$ cat src/hdl/scc_pkg.sv
// Constants, field layouts and state codes of the serdes channel control.
// Assumes a single 125 MHz pclk domain and an APB register slave.
package scc_pkg;

    // ==================================================================
    // Clock and timing
    localparam int unsigned CLK_PERIOD_NS = 8;
    localparam int unsigned POR_TIME_NS   = 1000;
    localparam int unsigned POR_CYCLES    =
        (POR_TIME_NS + CLK_PERIOD_NS - 1) / CLK_PERIOD_NS;
    localparam logic [7:0]  POR_LAST      = 8'(POR_CYCLES - 1);

    // ==================================================================
    // Framing
    localparam int unsigned DATA_W        = 18;
    localparam int unsigned FRAME_W       = 20;
    localparam int unsigned BIT_RATE_MULT = 20;
    localparam logic [4:0]  FRAME_LAST    = 5'(FRAME_W - 1);
    localparam logic        START_BIT     = 1'b1;
    localparam logic        STOP_BIT      = 1'b0;
    localparam logic [17:0] ALIGN_PATTERN = 18'h1FE00;
    localparam logic [19:0] ALIGN_FRAME   =
        {START_BIT, ALIGN_PATTERN, STOP_BIT};
    localparam logic [2:0]  LOCK_FRAMES_LAST = 3'h3;
    localparam logic [4:0]  RXCLK_RISE    = 5'h04;
    localparam logic [4:0]  RXCLK_FALL    = 5'h0E;

    // ==================================================================
    // Register map (byte addresses)
    localparam logic [7:0] ADDR_CTRL     = 8'h00;
    localparam logic [7:0] ADDR_STATUS   = 8'h04;
    localparam logic [7:0] ADDR_RXDATA   = 8'h08;
    localparam logic [7:0] ADDR_IRQ_STAT = 8'h0C;
    localparam logic [7:0] ADDR_IRQ_CLR  = 8'h10;
    localparam logic [7:0] ADDR_IRQ_EN   = 8'h14;

    // Control fields
    localparam int unsigned CTRL_POWER_ON = 0;
    localparam int unsigned CTRL_FAST_ALN = 1;
    localparam int unsigned CTRL_LOOPBACK = 2;
    localparam int unsigned CTRL_EMPHASIS = 3;
    localparam int unsigned CTRL_W        = 4;
    localparam logic [3:0]  CTRL_RESET    = 4'h1;

    // Interrupt events
    localparam int unsigned IRQ_LOCK_GAIN = 0;
    localparam int unsigned IRQ_LOCK_LOSS = 1;
    localparam int unsigned IRQ_RX_WORD   = 2;
    localparam int unsigned IRQ_W         = 3;
    localparam logic [2:0]  IRQ_EN_RESET  = 3'h0;

    // ==================================================================
    // Channel power state
    typedef enum logic [1:0] {
        PWR_OFF = 2'b00,
        PWR_POR = 2'b01,
        PWR_RUN = 2'b10
    } scc_pwr_e;

endpackage

$ cat src/hdl/scc_rx_align.sv
// Receive word aligner and deserializer, one serial bit per pclk.
// Assumes the caller holds enable low through power-down and reset.
`timescale 1ns/1ns
`default_nettype none
module scc_rx_align
    import scc_pkg::*;
(
    input  wire logic        clk,
    input  wire logic        rst_n,
    input  wire logic        enable,
    input  wire logic        bit_in,
    output logic [17:0]      word_r,
    output logic             word_stb_r,
    output logic             locked_r,
    output logic             rx_clk_r
);

    // ==================================================================
    // Window and checks
    logic [19:0] wnd_r;
    logic [19:0] wnd_nxt;
    logic [4:0]  cnt_r;
    logic [2:0]  good_r;
    logic        frame_ok;
    logic        align_hit;

    assign wnd_nxt   = {wnd_r[18:0], bit_in};
    assign frame_ok  = (wnd_nxt[19] == START_BIT) &&
                       (wnd_nxt[0] == STOP_BIT);
    assign align_hit = (wnd_nxt == ALIGN_FRAME);

    always_ff @(posedge clk or negedge rst_n) begin
        if (!rst_n) begin
            wnd_r <= 20'h00000;
        end else if (!enable) begin
            wnd_r <= 20'h00000;
        end else begin
            wnd_r <= wnd_nxt;
        end
    end

    // ==================================================================
    // Boundary search; a bad frame holds the counter so the check slides
    always_ff @(posedge clk or negedge rst_n) begin
        if (!rst_n) begin
            cnt_r      <= 5'h00;
            good_r     <= 3'h0;
            locked_r   <= 1'b0;
            word_r     <= 18'h00000;
            word_stb_r <= 1'b0;
        end else if (!enable) begin
            cnt_r      <= 5'h00;
            good_r     <= 3'h0;
            locked_r   <= 1'b0;
            word_stb_r <= 1'b0;
        end else if (align_hit) begin
            cnt_r      <= 5'h00;
            locked_r   <= 1'b1;
            good_r     <= LOCK_FRAMES_LAST;
            word_r     <= wnd_nxt[18:1];
            word_stb_r <= 1'b1;
        end else if (cnt_r == FRAME_LAST) begin
            if (frame_ok) begin
                cnt_r      <= 5'h00;
                word_r     <= wnd_nxt[18:1];
                word_stb_r <= locked_r;
                if (good_r == LOCK_FRAMES_LAST) begin
                    locked_r <= 1'b1;
                end else begin
                    good_r <= good_r + 3'h1;
                end
            end else begin
                good_r     <= 3'h0;
                locked_r   <= 1'b0;
                word_stb_r <= 1'b0;
            end
        end else begin
            cnt_r      <= cnt_r + 5'h01;
            word_stb_r <= 1'b0;
        end
    end

    // ==================================================================
    // Recovered clock: word period divided down, rising a quarter into the word
    always_ff @(posedge clk or negedge rst_n) begin
        if (!rst_n) begin
            rx_clk_r <= 1'b0;
        end else begin
            rx_clk_r <= enable && locked_r &&
                        (cnt_r >= RXCLK_RISE) &&
                        (cnt_r < RXCLK_FALL);
        end
    end

endmodule
`default_nettype wire

$ cat src/hdl/scc_channel.sv
// Serdes channel control: framing, serializer, loopback, power and APB.
// Assumes the protocol device toggles tx_reference_clock every 10 pclk.
// Function
// - Serial NRZ at twenty bits per reference period
// - Loopback select floats serial outputs
// - Serial outputs floated during power-on reset
// - Power-on low puts channel in power-down
// - Power-on high passes through reset first
// - Parallel word registered on reference rising edge
// - Fast align substitutes fixed pattern before framing
// - Framed align pattern gives immediate word boundary
// - Loopback routes serial transmit into receiver
// - Aligned low only after start/stop located
// - Emphasis boosts first bit of each run
// - Receiver strips framing, presents 18 data bits
// - Receive clock is bit clock over twenty
// - Receive word valid at receive clock rise
// - Receive clock held low in power-on reset
//
// Our own choices: register access over APB and the placing of the registers.
`timescale 1ns/1ns
`default_nettype none
module scc_channel
    import scc_pkg::*;
(
    input  wire logic        pclk,
    input  wire logic        presetn,
    input  wire logic [7:0]  paddr,
    input  wire logic        psel,
    input  wire logic        penable,
    input  wire logic        pwrite,
    input  wire logic [31:0] pwdata,
    output logic [31:0]      prdata,
    output logic             pready,
    output logic             pslverr,
    input  wire logic        tx_reference_clock,
    input  wire logic [17:0] tx_parallel_word,
    output logic             serial_tx_out_pos,
    output logic             serial_tx_out_neg,
    output logic             serial_tx_oe_n,
    output logic             serial_tx_emphasis,
    input  wire logic        serial_rx_in_pos,
    input  wire logic        serial_rx_in_neg,
    output logic [17:0]      rx_parallel_word,
    output logic             rx_word_oe_n,
    output logic             rx_recovered_clock,
    output logic             rx_aligned_n,
    output logic             irq
);

    // ==================================================================
    // Declarations
    logic [3:0]  ctrl_r;
    logic [2:0]  irq_stat_r;
    logic [2:0]  irq_en_r;
    logic [31:0] prdata_r;
    scc_pwr_e    pwr_r;
    logic [7:0]  por_cnt_r;
    logic        ref_d_r;
    logic [17:0] tx_hold_r;
    logic [4:0]  tx_cnt_r;
    logic [19:0] tx_sh_r;
    logic [19:0] tx_frame;
    logic        tx_bit_nxt;
    logic        tx_neg_r;
    logic        tx_emph_r;
    logic        running;
    logic        rx_bit;
    logic [17:0] rx_word;
    logic        rx_stb;
    logic        rx_locked;
    logic        rx_clk;
    logic        locked_d_r;
    logic [2:0]  irq_ev;
    logic        wr_en;
    logic        addr_ok;

    assign running = (pwr_r == PWR_RUN);

    // ==================================================================
    // APB slave, zero wait states
    assign pready  = 1'b1;
    assign wr_en   = psel && penable && pwrite;
    assign addr_ok = (paddr == ADDR_CTRL)     || (paddr == ADDR_STATUS) ||
                     (paddr == ADDR_RXDATA)   || (paddr == ADDR_IRQ_STAT) ||
                     (paddr == ADDR_IRQ_CLR)  || (paddr == ADDR_IRQ_EN);
    assign pslverr = psel && penable && !addr_ok;
    assign prdata  = prdata_r;

    always_ff @(posedge pclk or negedge presetn) begin
        if (!presetn) begin
            ctrl_r   <= CTRL_RESET;
            irq_en_r <= IRQ_EN_RESET;
        end else if (wr_en) begin
            if (paddr == ADDR_CTRL) begin
                ctrl_r <= pwdata[CTRL_W-1:0];
            end
            if (paddr == ADDR_IRQ_EN) begin
                irq_en_r <= pwdata[IRQ_W-1:0];
            end
        end
    end

    // Read data latched in the setup phase, so it is stable in access
    always_ff @(posedge pclk or negedge presetn) begin
        if (!presetn) begin
            prdata_r <= 32'h00000000;
        end else if (psel && !penable) begin
            case (paddr)
                ADDR_CTRL:     prdata_r <= {28'h0000000, ctrl_r};
                ADDR_STATUS:   prdata_r <= {29'h00000000, rx_locked,
                                            pwr_r};
                ADDR_RXDATA:   prdata_r <= {14'h0000, rx_parallel_word};
                ADDR_IRQ_STAT: prdata_r <= {29'h00000000, irq_stat_r};
                ADDR_IRQ_EN:   prdata_r <= {29'h00000000, irq_en_r};
                default:       prdata_r <= 32'h00000000;
            endcase
        end
    end

    // ==================================================================
    // Interrupts; a new event beats a clear in the same cycle
    assign irq_ev = {rx_stb, locked_d_r && !rx_locked,
                     !locked_d_r && rx_locked};

    always_ff @(posedge pclk or negedge presetn) begin
        if (!presetn) begin
            locked_d_r <= 1'b0;
            irq_stat_r <= 3'h0;
        end else begin
            locked_d_r <= rx_locked;
            if (wr_en && (paddr == ADDR_IRQ_CLR)) begin
                irq_stat_r <= (irq_stat_r & ~pwdata[IRQ_W-1:0]) | irq_ev;
            end else begin
                irq_stat_r <= irq_stat_r | irq_ev;
            end
        end
    end

    assign irq = |(irq_stat_r & irq_en_r);

    // ==================================================================
    // Power sequencing; presetn itself counts as a power-on reset
    always_ff @(posedge pclk or negedge presetn) begin
        if (!presetn) begin
            pwr_r     <= PWR_POR;
            por_cnt_r <= 8'h00;
        end else if (!ctrl_r[CTRL_POWER_ON]) begin
            pwr_r     <= PWR_OFF;
            por_cnt_r <= 8'h00;
        end else begin
            case (pwr_r)
                PWR_OFF: begin
                    pwr_r     <= PWR_POR;
                    por_cnt_r <= 8'h00;
                end
                PWR_POR: begin
                    if (por_cnt_r == POR_LAST) begin
                        pwr_r <= PWR_RUN;
                    end else begin
                        por_cnt_r <= por_cnt_r + 8'h01;
                    end
                end
                PWR_RUN: pwr_r <= PWR_RUN;
                default: pwr_r <= PWR_POR;
            endcase
        end
    end

    // ==================================================================
    // Transmit word capture on the reference rising edge
    always_ff @(posedge pclk or negedge presetn) begin
        if (!presetn) begin
            ref_d_r   <= 1'b0;
            tx_hold_r <= 18'h00000;
        end else begin
            ref_d_r <= tx_reference_clock;
            if (tx_reference_clock && !ref_d_r) begin
                tx_hold_r <= tx_parallel_word;
            end
        end
    end

    // ==================================================================
    // Serializer: one bit per pclk, twenty bits per frame
    assign tx_frame = {START_BIT,
                       ctrl_r[CTRL_FAST_ALN] ? ALIGN_PATTERN : tx_hold_r,
                       STOP_BIT};
    assign tx_bit_nxt = (tx_cnt_r == 5'h00) ? tx_frame[19] : tx_sh_r[18];

    always_ff @(posedge pclk or negedge presetn) begin
        if (!presetn) begin
            tx_cnt_r  <= 5'h00;
            tx_sh_r   <= 20'h00000;
            tx_neg_r  <= 1'b1;
            tx_emph_r <= 1'b0;
        end else if (!running) begin
            tx_cnt_r  <= 5'h00;
            tx_sh_r   <= 20'h00000;
            tx_neg_r  <= 1'b1;
            tx_emph_r <= 1'b0;
        end else begin
            if (tx_cnt_r == 5'h00) begin
                tx_sh_r <= tx_frame;
            end else begin
                tx_sh_r <= {tx_sh_r[18:0], 1'b0};
            end
            if (tx_cnt_r == FRAME_LAST) begin
                tx_cnt_r <= 5'h00;
            end else begin
                tx_cnt_r <= tx_cnt_r + 5'h01;
            end
            tx_neg_r  <= !tx_bit_nxt;
            tx_emph_r <= ctrl_r[CTRL_EMPHASIS] &&
                         (tx_bit_nxt != tx_sh_r[19]);
        end
    end

    assign serial_tx_out_pos  = tx_sh_r[19];
    assign serial_tx_out_neg  = tx_neg_r;
    assign serial_tx_emphasis = tx_emph_r;
    // Floated in loopback, power-down and power-on reset
    assign serial_tx_oe_n     = ctrl_r[CTRL_LOOPBACK] || !running;

    // ==================================================================
    // Receive path; equal line levels read as a zero
    assign rx_bit = ctrl_r[CTRL_LOOPBACK] ? tx_sh_r[19] :
                    (serial_rx_in_pos && !serial_rx_in_neg);

    scc_rx_align u_align (
        .clk        (pclk),
        .rst_n      (presetn),
        .enable     (running),
        .bit_in     (rx_bit),
        .word_r     (rx_word),
        .word_stb_r (rx_stb),
        .locked_r   (rx_locked),
        .rx_clk_r   (rx_clk)
    );

    assign rx_parallel_word   = rx_word;
    assign rx_word_oe_n       = !running;
    assign rx_recovered_clock = rx_clk;
    assign rx_aligned_n       = !rx_locked;

endmodule
`default_nettype wire

$ cat config.mk
export PLATFORM = sky130hd
export DESIGN_NAME = scc_channel
export DESIGN_NICKNAME = d
export VERILOG_FILES = /design/src/hdl/scc_pkg.sv /design/src/hdl/scc_rx_align.sv /design/src/hdl/scc_channel.sv
export SDC_FILE = /design/constraint.sdc
export NUM_CORES = 1
export LEC_CHECK = 0
export ABC_AREA = 1
export BUFFER_PORTS_ARGS = -buffer_cell sky130_fd_sc_hd__buf_2
export CORE_MARGIN = 4
export CORE_UTILIZATION = 55
export CTS_BUF_LIST = sky130_fd_sc_hd__clkbuf_16
export DETAILED_ROUTE_END_ITERATION = 8
export MAX_ROUTING_LAYER = met4
export PLACE_DENSITY = 0.8
export SETUP_SLACK_MARGIN = 0.1
export SYNTH_ARGS = -nofsm -noshare
export SYNTH_HDL_FRONTEND = slang
export SYNTH_SLANG_ARGS = --single-unit
$ cat constraint.sdc
create_clock -name pclk -period 3.4 [get_ports pclk]
set_clock_uncertainty 0.1 [all_clocks]
set_input_delay 0.68 -clock pclk [delete_from_list [all_inputs] [get_ports pclk]]
set_output_delay 0.68 -clock pclk [all_outputs]
set_load 0.01 [all_outputs]
**Word level (Yosys, flattened, before mapping)**

Cells that the tools add are included.

- Logic and storage cells: 131
- Output and inout port bits: 60
- Register bits: 147

- Eq/ne operators: 20
- $add $sub $neg: 4
- $lt $le $gt $ge: 2
- Reductions and logical operators: 40
- Muxes and demuxes: 39
- Bitwise logic cells: 6

Operators with widths:

| operator | count |
|---|---|
| $pmux 18 s5 | 1 |
| $mux 18 | 4 |
| $mux 20 | 2 |
| $mux 5 | 6 |
| $eq 20x20->1 const B | 1 |
| $mux 19 | 1 |
| $mux 3 | 6 |
| $eq 8x4->1 const B | 2 |
| $eq 8x5->1 const B | 2 |
| $mux 8 | 2 |
| $pmux 8 s2 | 1 |
| $logic_and 1x1->1 | 14 |
| $mux 1 | 13 |
| $ne 4x4->1 const B | 3 |
| $add 5x1->5 const B | 2 |
| $eq 5x5->1 const B | 2 |
| $reduce_and 2->1 | 5 |
| $ne 3x3->1 const B | 3 |
| $add 8x1->8 const B | 1 |
| $eq 8x3->1 const B | 1 |
| $eq 8x7->1 const B | 1 |
| $logic_not 1->1 | 8 |
| $logic_not 8->1 | 1 |
| $and 3x3->3 | 2 |
| other kinds (19) | 27 |

**Depth between registers and ports, before layout**

- Word-level depth: 9
- Gate-level depth with buffers: 12
- Mapped depth without buffers: 11

**Modules after synthesis**

From an unflattened synthesis, not the netlist that was laid out.

- Cell total of the unflattened synthesis: 697
- Area, all modules: 6150.9 um^2

Modules (own cells, without submodules):

| module | area an instance (um^2) | cells each | times used |
|---|---|---|---|
| scc_channel | 4043.9 | 463 | 1 |
| scc_rx_align | 2107.0 | 234 | 1 |

**Least setup slack after synthesis**

No wires, ideal clock.

- Path kind: in2out
- Start point: input port paddr[0]
- End point: output port pslverr
- Data arrival time: 1.411 ns
- Buffers on the path: 0
- Path slack: 1.209 ns
- Stages: 5
- Cell sequence: inv_1 > nand2_1 > nor3_4 > and2_1 > nor3_1

- Cells in the longest elaborated chain, start to end: 8
- Elaborated cells on any way between the ends: 13
- Those cells by class: eq/ne: 5; reduce/logical: 8

Ends and longest elaborated chain:

| element | RTL line | RTL |
|---|---|---|
| from (decl) | scc_channel.sv:28 | `input wire logic [7:0] paddr,` |
| $eq 8x3->1 / $logic_not 8->1 (equally long branches) | scc_channel.sv:84 | `assign addr_ok = (paddr == ADDR_CTRL) \|\| (paddr == ADDR_STATUS) \|\|` |
| $logic_or 1x1->1 (2 in a row) | scc_channel.sv:84 |  |
| $logic_or 1x1->1 (2 in a row) | scc_channel.sv:85 | `(paddr == ADDR_RXDATA) \|\| (paddr == ADDR_IRQ_STAT) \|\|` |
| $logic_or 1x1->1 * | scc_channel.sv:86 | `(paddr == ADDR_IRQ_CLR) \|\| (paddr == ADDR_IRQ_EN);` |
| $logic_not 1->1 * | scc_channel.sv:87 | `assign pslverr = psel && penable && !addr_ok;` |
| $logic_and 1x1->1 * | scc_channel.sv:87 |  |
| to (decl) | scc_channel.sv:35 | `output logic pslverr,` |

Mark *: on every way between the ends. The rest lies on a longest branch, timed or not.

**Final worst setup path**

- Start point: register pwr_r[0]
- End point: output port rx_word_oe_n

- Cells in the longest elaborated chain, start to end: 2

Ends and longest elaborated chain:

| element | RTL line | RTL |
|---|---|---|
| from (decl) | scc_channel.sv:57 | `scc_pwr_e pwr_r;` |
| from (signal assigned) | scc_channel.sv:146 | `pwr_r <= PWR_POR;` |
| from (signal assigned) | scc_channel.sv:149 | `pwr_r <= PWR_OFF;` |
| from (signal assigned) | scc_channel.sv:154 | `pwr_r <= PWR_POR;` |
| $eq 2x2->1 | scc_channel.sv:78 | `assign running = (pwr_r == PWR_RUN);` |
| $logic_not 1->1 | - |  |
| to (decl) | scc_channel.sv:45 | `output logic rx_word_oe_n,` |

Every way passes these cells.

==> impl_metrics.toml <==
[clocking]
tritoncts = "built"
resized_cells_post_cts = 0
clock_latency_on_the_worst_skew_pair_ns = 0.41
cts_buffers = 17
path_clk_slew_ns = 0.06
cts_max_path_buffers = 2
cts_root_buffer = "sky130_fd_sc_hd__clkbuf_16"
numClockSinks = 132
ctsHtreeMaxLevel = 4
post_cts_buffers = 0
holdBufCountCts = 0

[setup_path]
worst-setup-path-type = "flop to primary output"
critical_path_arrival_ns = 2.00
critical_path_required_ns = 2.62
worstPathMaxFanout = 35
critPathSlowestCell = "sky130_fd_sc_hd__dfstp_2"
timing.critical_path.slowest_cell_delay_ns = 0.56
crit_path_cell_trace = "inv_1 > ha_1 > buf_4 > inv_2 > buf_2"
timing.rr.end = "u_align.word_r[6]$_DFFE_PN0P_"
r2r_start = "pwr_r[0]$_DFFE_PN1P_"
critical_path.startpoint_type = "flop"
timing.reg2reg.worst_path_depth = 9
cp-end-kind = "primary output"
r2r_setup_slack_ns = 1.21

[route]
drt_iter0_markers = 288
route.detailed.drc = 0
route.vias.total = 4579
drt-pass1-iter-count = 5
drt.antenna.violating_nets = 0
route.detailed.wl_per_inst_um = 13.7
post_drt_via_cell_ratio = 5.12
drt-total-wl_um = 12200

[sta]
timing.hold.ws_ns = 0.0743
setup-tns-final_ns = 0
final-setup-viol-count = 0
grt_setup_unrepaired = "false"
worst_pin_slew_ns = 0.695
timing.final.hold_violations = 0
post-route-worst-setup-slack_ns = 0.619
fin_crit_ns = 2.78
final.period_utilization = 0.818
final-max-slew-violation-count = 0
remaining_max_slew_budget_at_the_tightest_pin = 0.536
fmax_ghz = 0.360

[power_and_ir_drop]
switching_power_mw = 0.746
vdd_drop_max_mv = 0.388
share_seq_of_total_power = 0.491
power.density_cell_area_mw_per_mm2 = 480
share_comb_of_total_power = 0.046
power_frac_clock = 0.463
internal-power_mw = 2.57
leak_nw = 3.70
swShare = 0.225

[synthesis]
syn_area_mm2 = 0.00595
ffs_latches_synth = 132
netlist_top_cells_area = "sky130_fd_sc_hd__dfrtp_1 (54%), sky130_fd_sc_hd__nand2_1 (12%), sky130_fd_sc_hd__nand3_1 (4.3%)"
proportion_of_synthesized_chip_area_in_sequential_cells = 0.555
synth.yosys.warnings = 0
syn-mean-instance-area_um2 = 9.02
async_reset_ff_frac = 1.00
synth.lib_cells_used.distinct = 42
synth.top_cell.area_share = 0.542
synthesis.instances = 660
synth_enable_flop_cells = 0
synth_top_cell_by_area = "sky130_fd_sc_hd__dfrtp_1"
synthFlopType = "sky130_fd_sc_hd__dfrtp_1"

[placement]
place_ws_ns = 1.00
gpl.final_weighted_congestion = 0.928
dp_hpwl_um = 8550
port_buffers = 82

[floorplanning]
std_cell_rows = 37
i_o_pin_count = 126
chipHeight_um = 112
design.core.area_mm2 = 0.0104
die_width_um = 112
initial_core_util = 0.572
die_area_mm2 = 0.0126

[status]
result_of_the_run = "complete, no violations"

[grt]
grt_overflow = 0
globalRouteTotalUtil = 0.214
grt_start_max_net_pins = 74
grt_pass1_wl_um = 21200
antenna_found_initial = 0
grt_pass1_vias = 4534

[layout]
antenna_cells = 0
final_layout_size_suffix_gt1_frac = 0.211
area.growth.synth_to_final_pct = 16.2
final.fill_count = 820
fin_nets = 823

[run]
drv.max_cap_violation_count = 0

[worst_hold_path]
holdCritPathClass = "input port to asynchronous set/reset pin"
layout make-up:
| class | instances | area, um2 | area share |
|---|---|---|---|
| clock inverter | 14 | 75.1 | 0.0109 |
| timing repair buffer | 86 | 455 | 0.0658 |
| multi-input combinational | 436 | 2200 | 0.318 |
| clock buffer | 17 | 425 | 0.0615 |
| tap | 136 | 170 | 0.0246 |
| inverter | 74 | 283 | 0.0409 |
| sequential | 132 | 3310 | 0.478 |
layer usage:
layer  GRT usage  share of wire  vias up
li1            -              -     2228
met1       0.265           0.44     2146
met2       0.337           0.47      179
met3      0.0620          0.076       26
met4      0.0833          0.019        0
met5           -              0        -
cells by family (layout without fill, tap and decap cells):
logic type               count (synthesis)  in the layout  synth area share
AO/OA/AOI/OAI                           67             67            0.0586
XOR/XNOR                                 8              8            0.0118
adder cells (fa/ha/maj)                 10             10            0.0210
buffers and inverters                  105            191            0.0828
flip-flops                             132            132             0.555
multiplexers                            18             18            0.0340
other                                    2             15           0.00126
AND/OR/NAND/NOR                        318            318             0.235
worst max-delay path: cells and delay by family (launching register included):
kind                     cells  cell delay [ns]
adder cells (fa/ha/maj)      1             0.20
buffers and inverters        4             0.82
flip-flops                   1             0.56
sequential cells by signal, summed over array words and instances (netlist names), 4 cells and up:
signal and flops:
u_align.cnt_r 5, tx_cnt_r 5, por_cnt_r 8, prdata 18, ctrl_r 4, u_align.word_r 18, u_align.wnd_r 19, tx_hold_r 18
tx_sh_r 19
per-stage QoR:
stage	utilization	instances	power [mW]	area (um2)
after detailed placement	0.616	864	1.81	6420
after global placement	0.616	864	1.80	6420
after global routing	0.664	895	3.46	6920
after floorplan	-	673	1.74	6000
final	0.664	895	3.32	6920
after CTS	0.664	895	3.35	6920
layout by cell type (no fill, tap or decap), drive strengths merged:
master    synthesis  routed
nand2           194     194
dfrtp           129     129
buf              26      86
inv              73      77
nand3            53      53
nor2             48      48
o21ai            47      47
mux2             18      18
clkbuf            5      17
nor3             17      17
conb              2      15
a21oi            15      15
ha               10      10
clkinv            1       7
xor2              6       6
clkinvlp          0       4
dfstp             3       3
or2               3       3
xnor2             2       2
nand4             2       2
a31oi             1       1
and2              1       1
o22ai             1       1
a211oi            1       1
o21a              1       1
a21o              1       1
synthesized netlist by cell type (2+ instances only):
library cell	count
sky130_fd_sc_hd__a21oi_1	14
sky130_fd_sc_hd__buf_1	3
sky130_fd_sc_hd__buf_2	5
sky130_fd_sc_hd__buf_4	15
sky130_fd_sc_hd__buf_6	2
sky130_fd_sc_hd__clkbuf_1	5
sky130_fd_sc_hd__conb_1	2
sky130_fd_sc_hd__dfrtp_1	129
sky130_fd_sc_hd__dfstp_2	3
sky130_fd_sc_hd__ha_1	10
sky130_fd_sc_hd__inv_1	64
sky130_fd_sc_hd__inv_2	8
sky130_fd_sc_hd__mux2_2	18
sky130_fd_sc_hd__nand2_1	187
sky130_fd_sc_hd__nand2_2	2
sky130_fd_sc_hd__nand2_4	5
sky130_fd_sc_hd__nand3_1	51
sky130_fd_sc_hd__nand3_2	2
sky130_fd_sc_hd__nand4_1	2
sky130_fd_sc_hd__nor2_1	44
sky130_fd_sc_hd__nor2_2	3
sky130_fd_sc_hd__nor3_1	13
sky130_fd_sc_hd__nor3_2	2
sky130_fd_sc_hd__nor3_4	2
sky130_fd_sc_hd__o21ai_0	34
sky130_fd_sc_hd__o21ai_1	13
sky130_fd_sc_hd__xnor2_1	2
sky130_fd_sc_hd__xor2_1	6
power groups by stage:
stage          clock network (mW)  logic, mW  registers [mW]
2_1_floorplan                   0     0.0977            1.65
3_3_place_gp                    0      0.148            1.65
3_5_place_dp                    0      0.156            1.66
4_1_cts                      1.57      0.157            1.63
5_1_grt                      1.65      0.176            1.63
6_report                     1.54      0.154            1.63
worst max path at each step:
stage	startpoint	end	slack, ns
2_1_floorplan	paddr[0]	pslverr	1.21
3_3_place_gp	paddr[0]	pslverr	1.02
3_5_place_dp	paddr[1]	pslverr	1.00
4_1_cts	pwr_r[0]$_DFFE_PN1P_	rx_word_oe_n	0.61
5_1_grt	pwr_r[0]$_DFFE_PN1P_	rx_word_oe_n	0.51
6_report	pwr_r[0]$_DFFE_PN1P_	rx_word_oe_n	0.62
No activity file was read; power rests on OpenSTA's default activity.
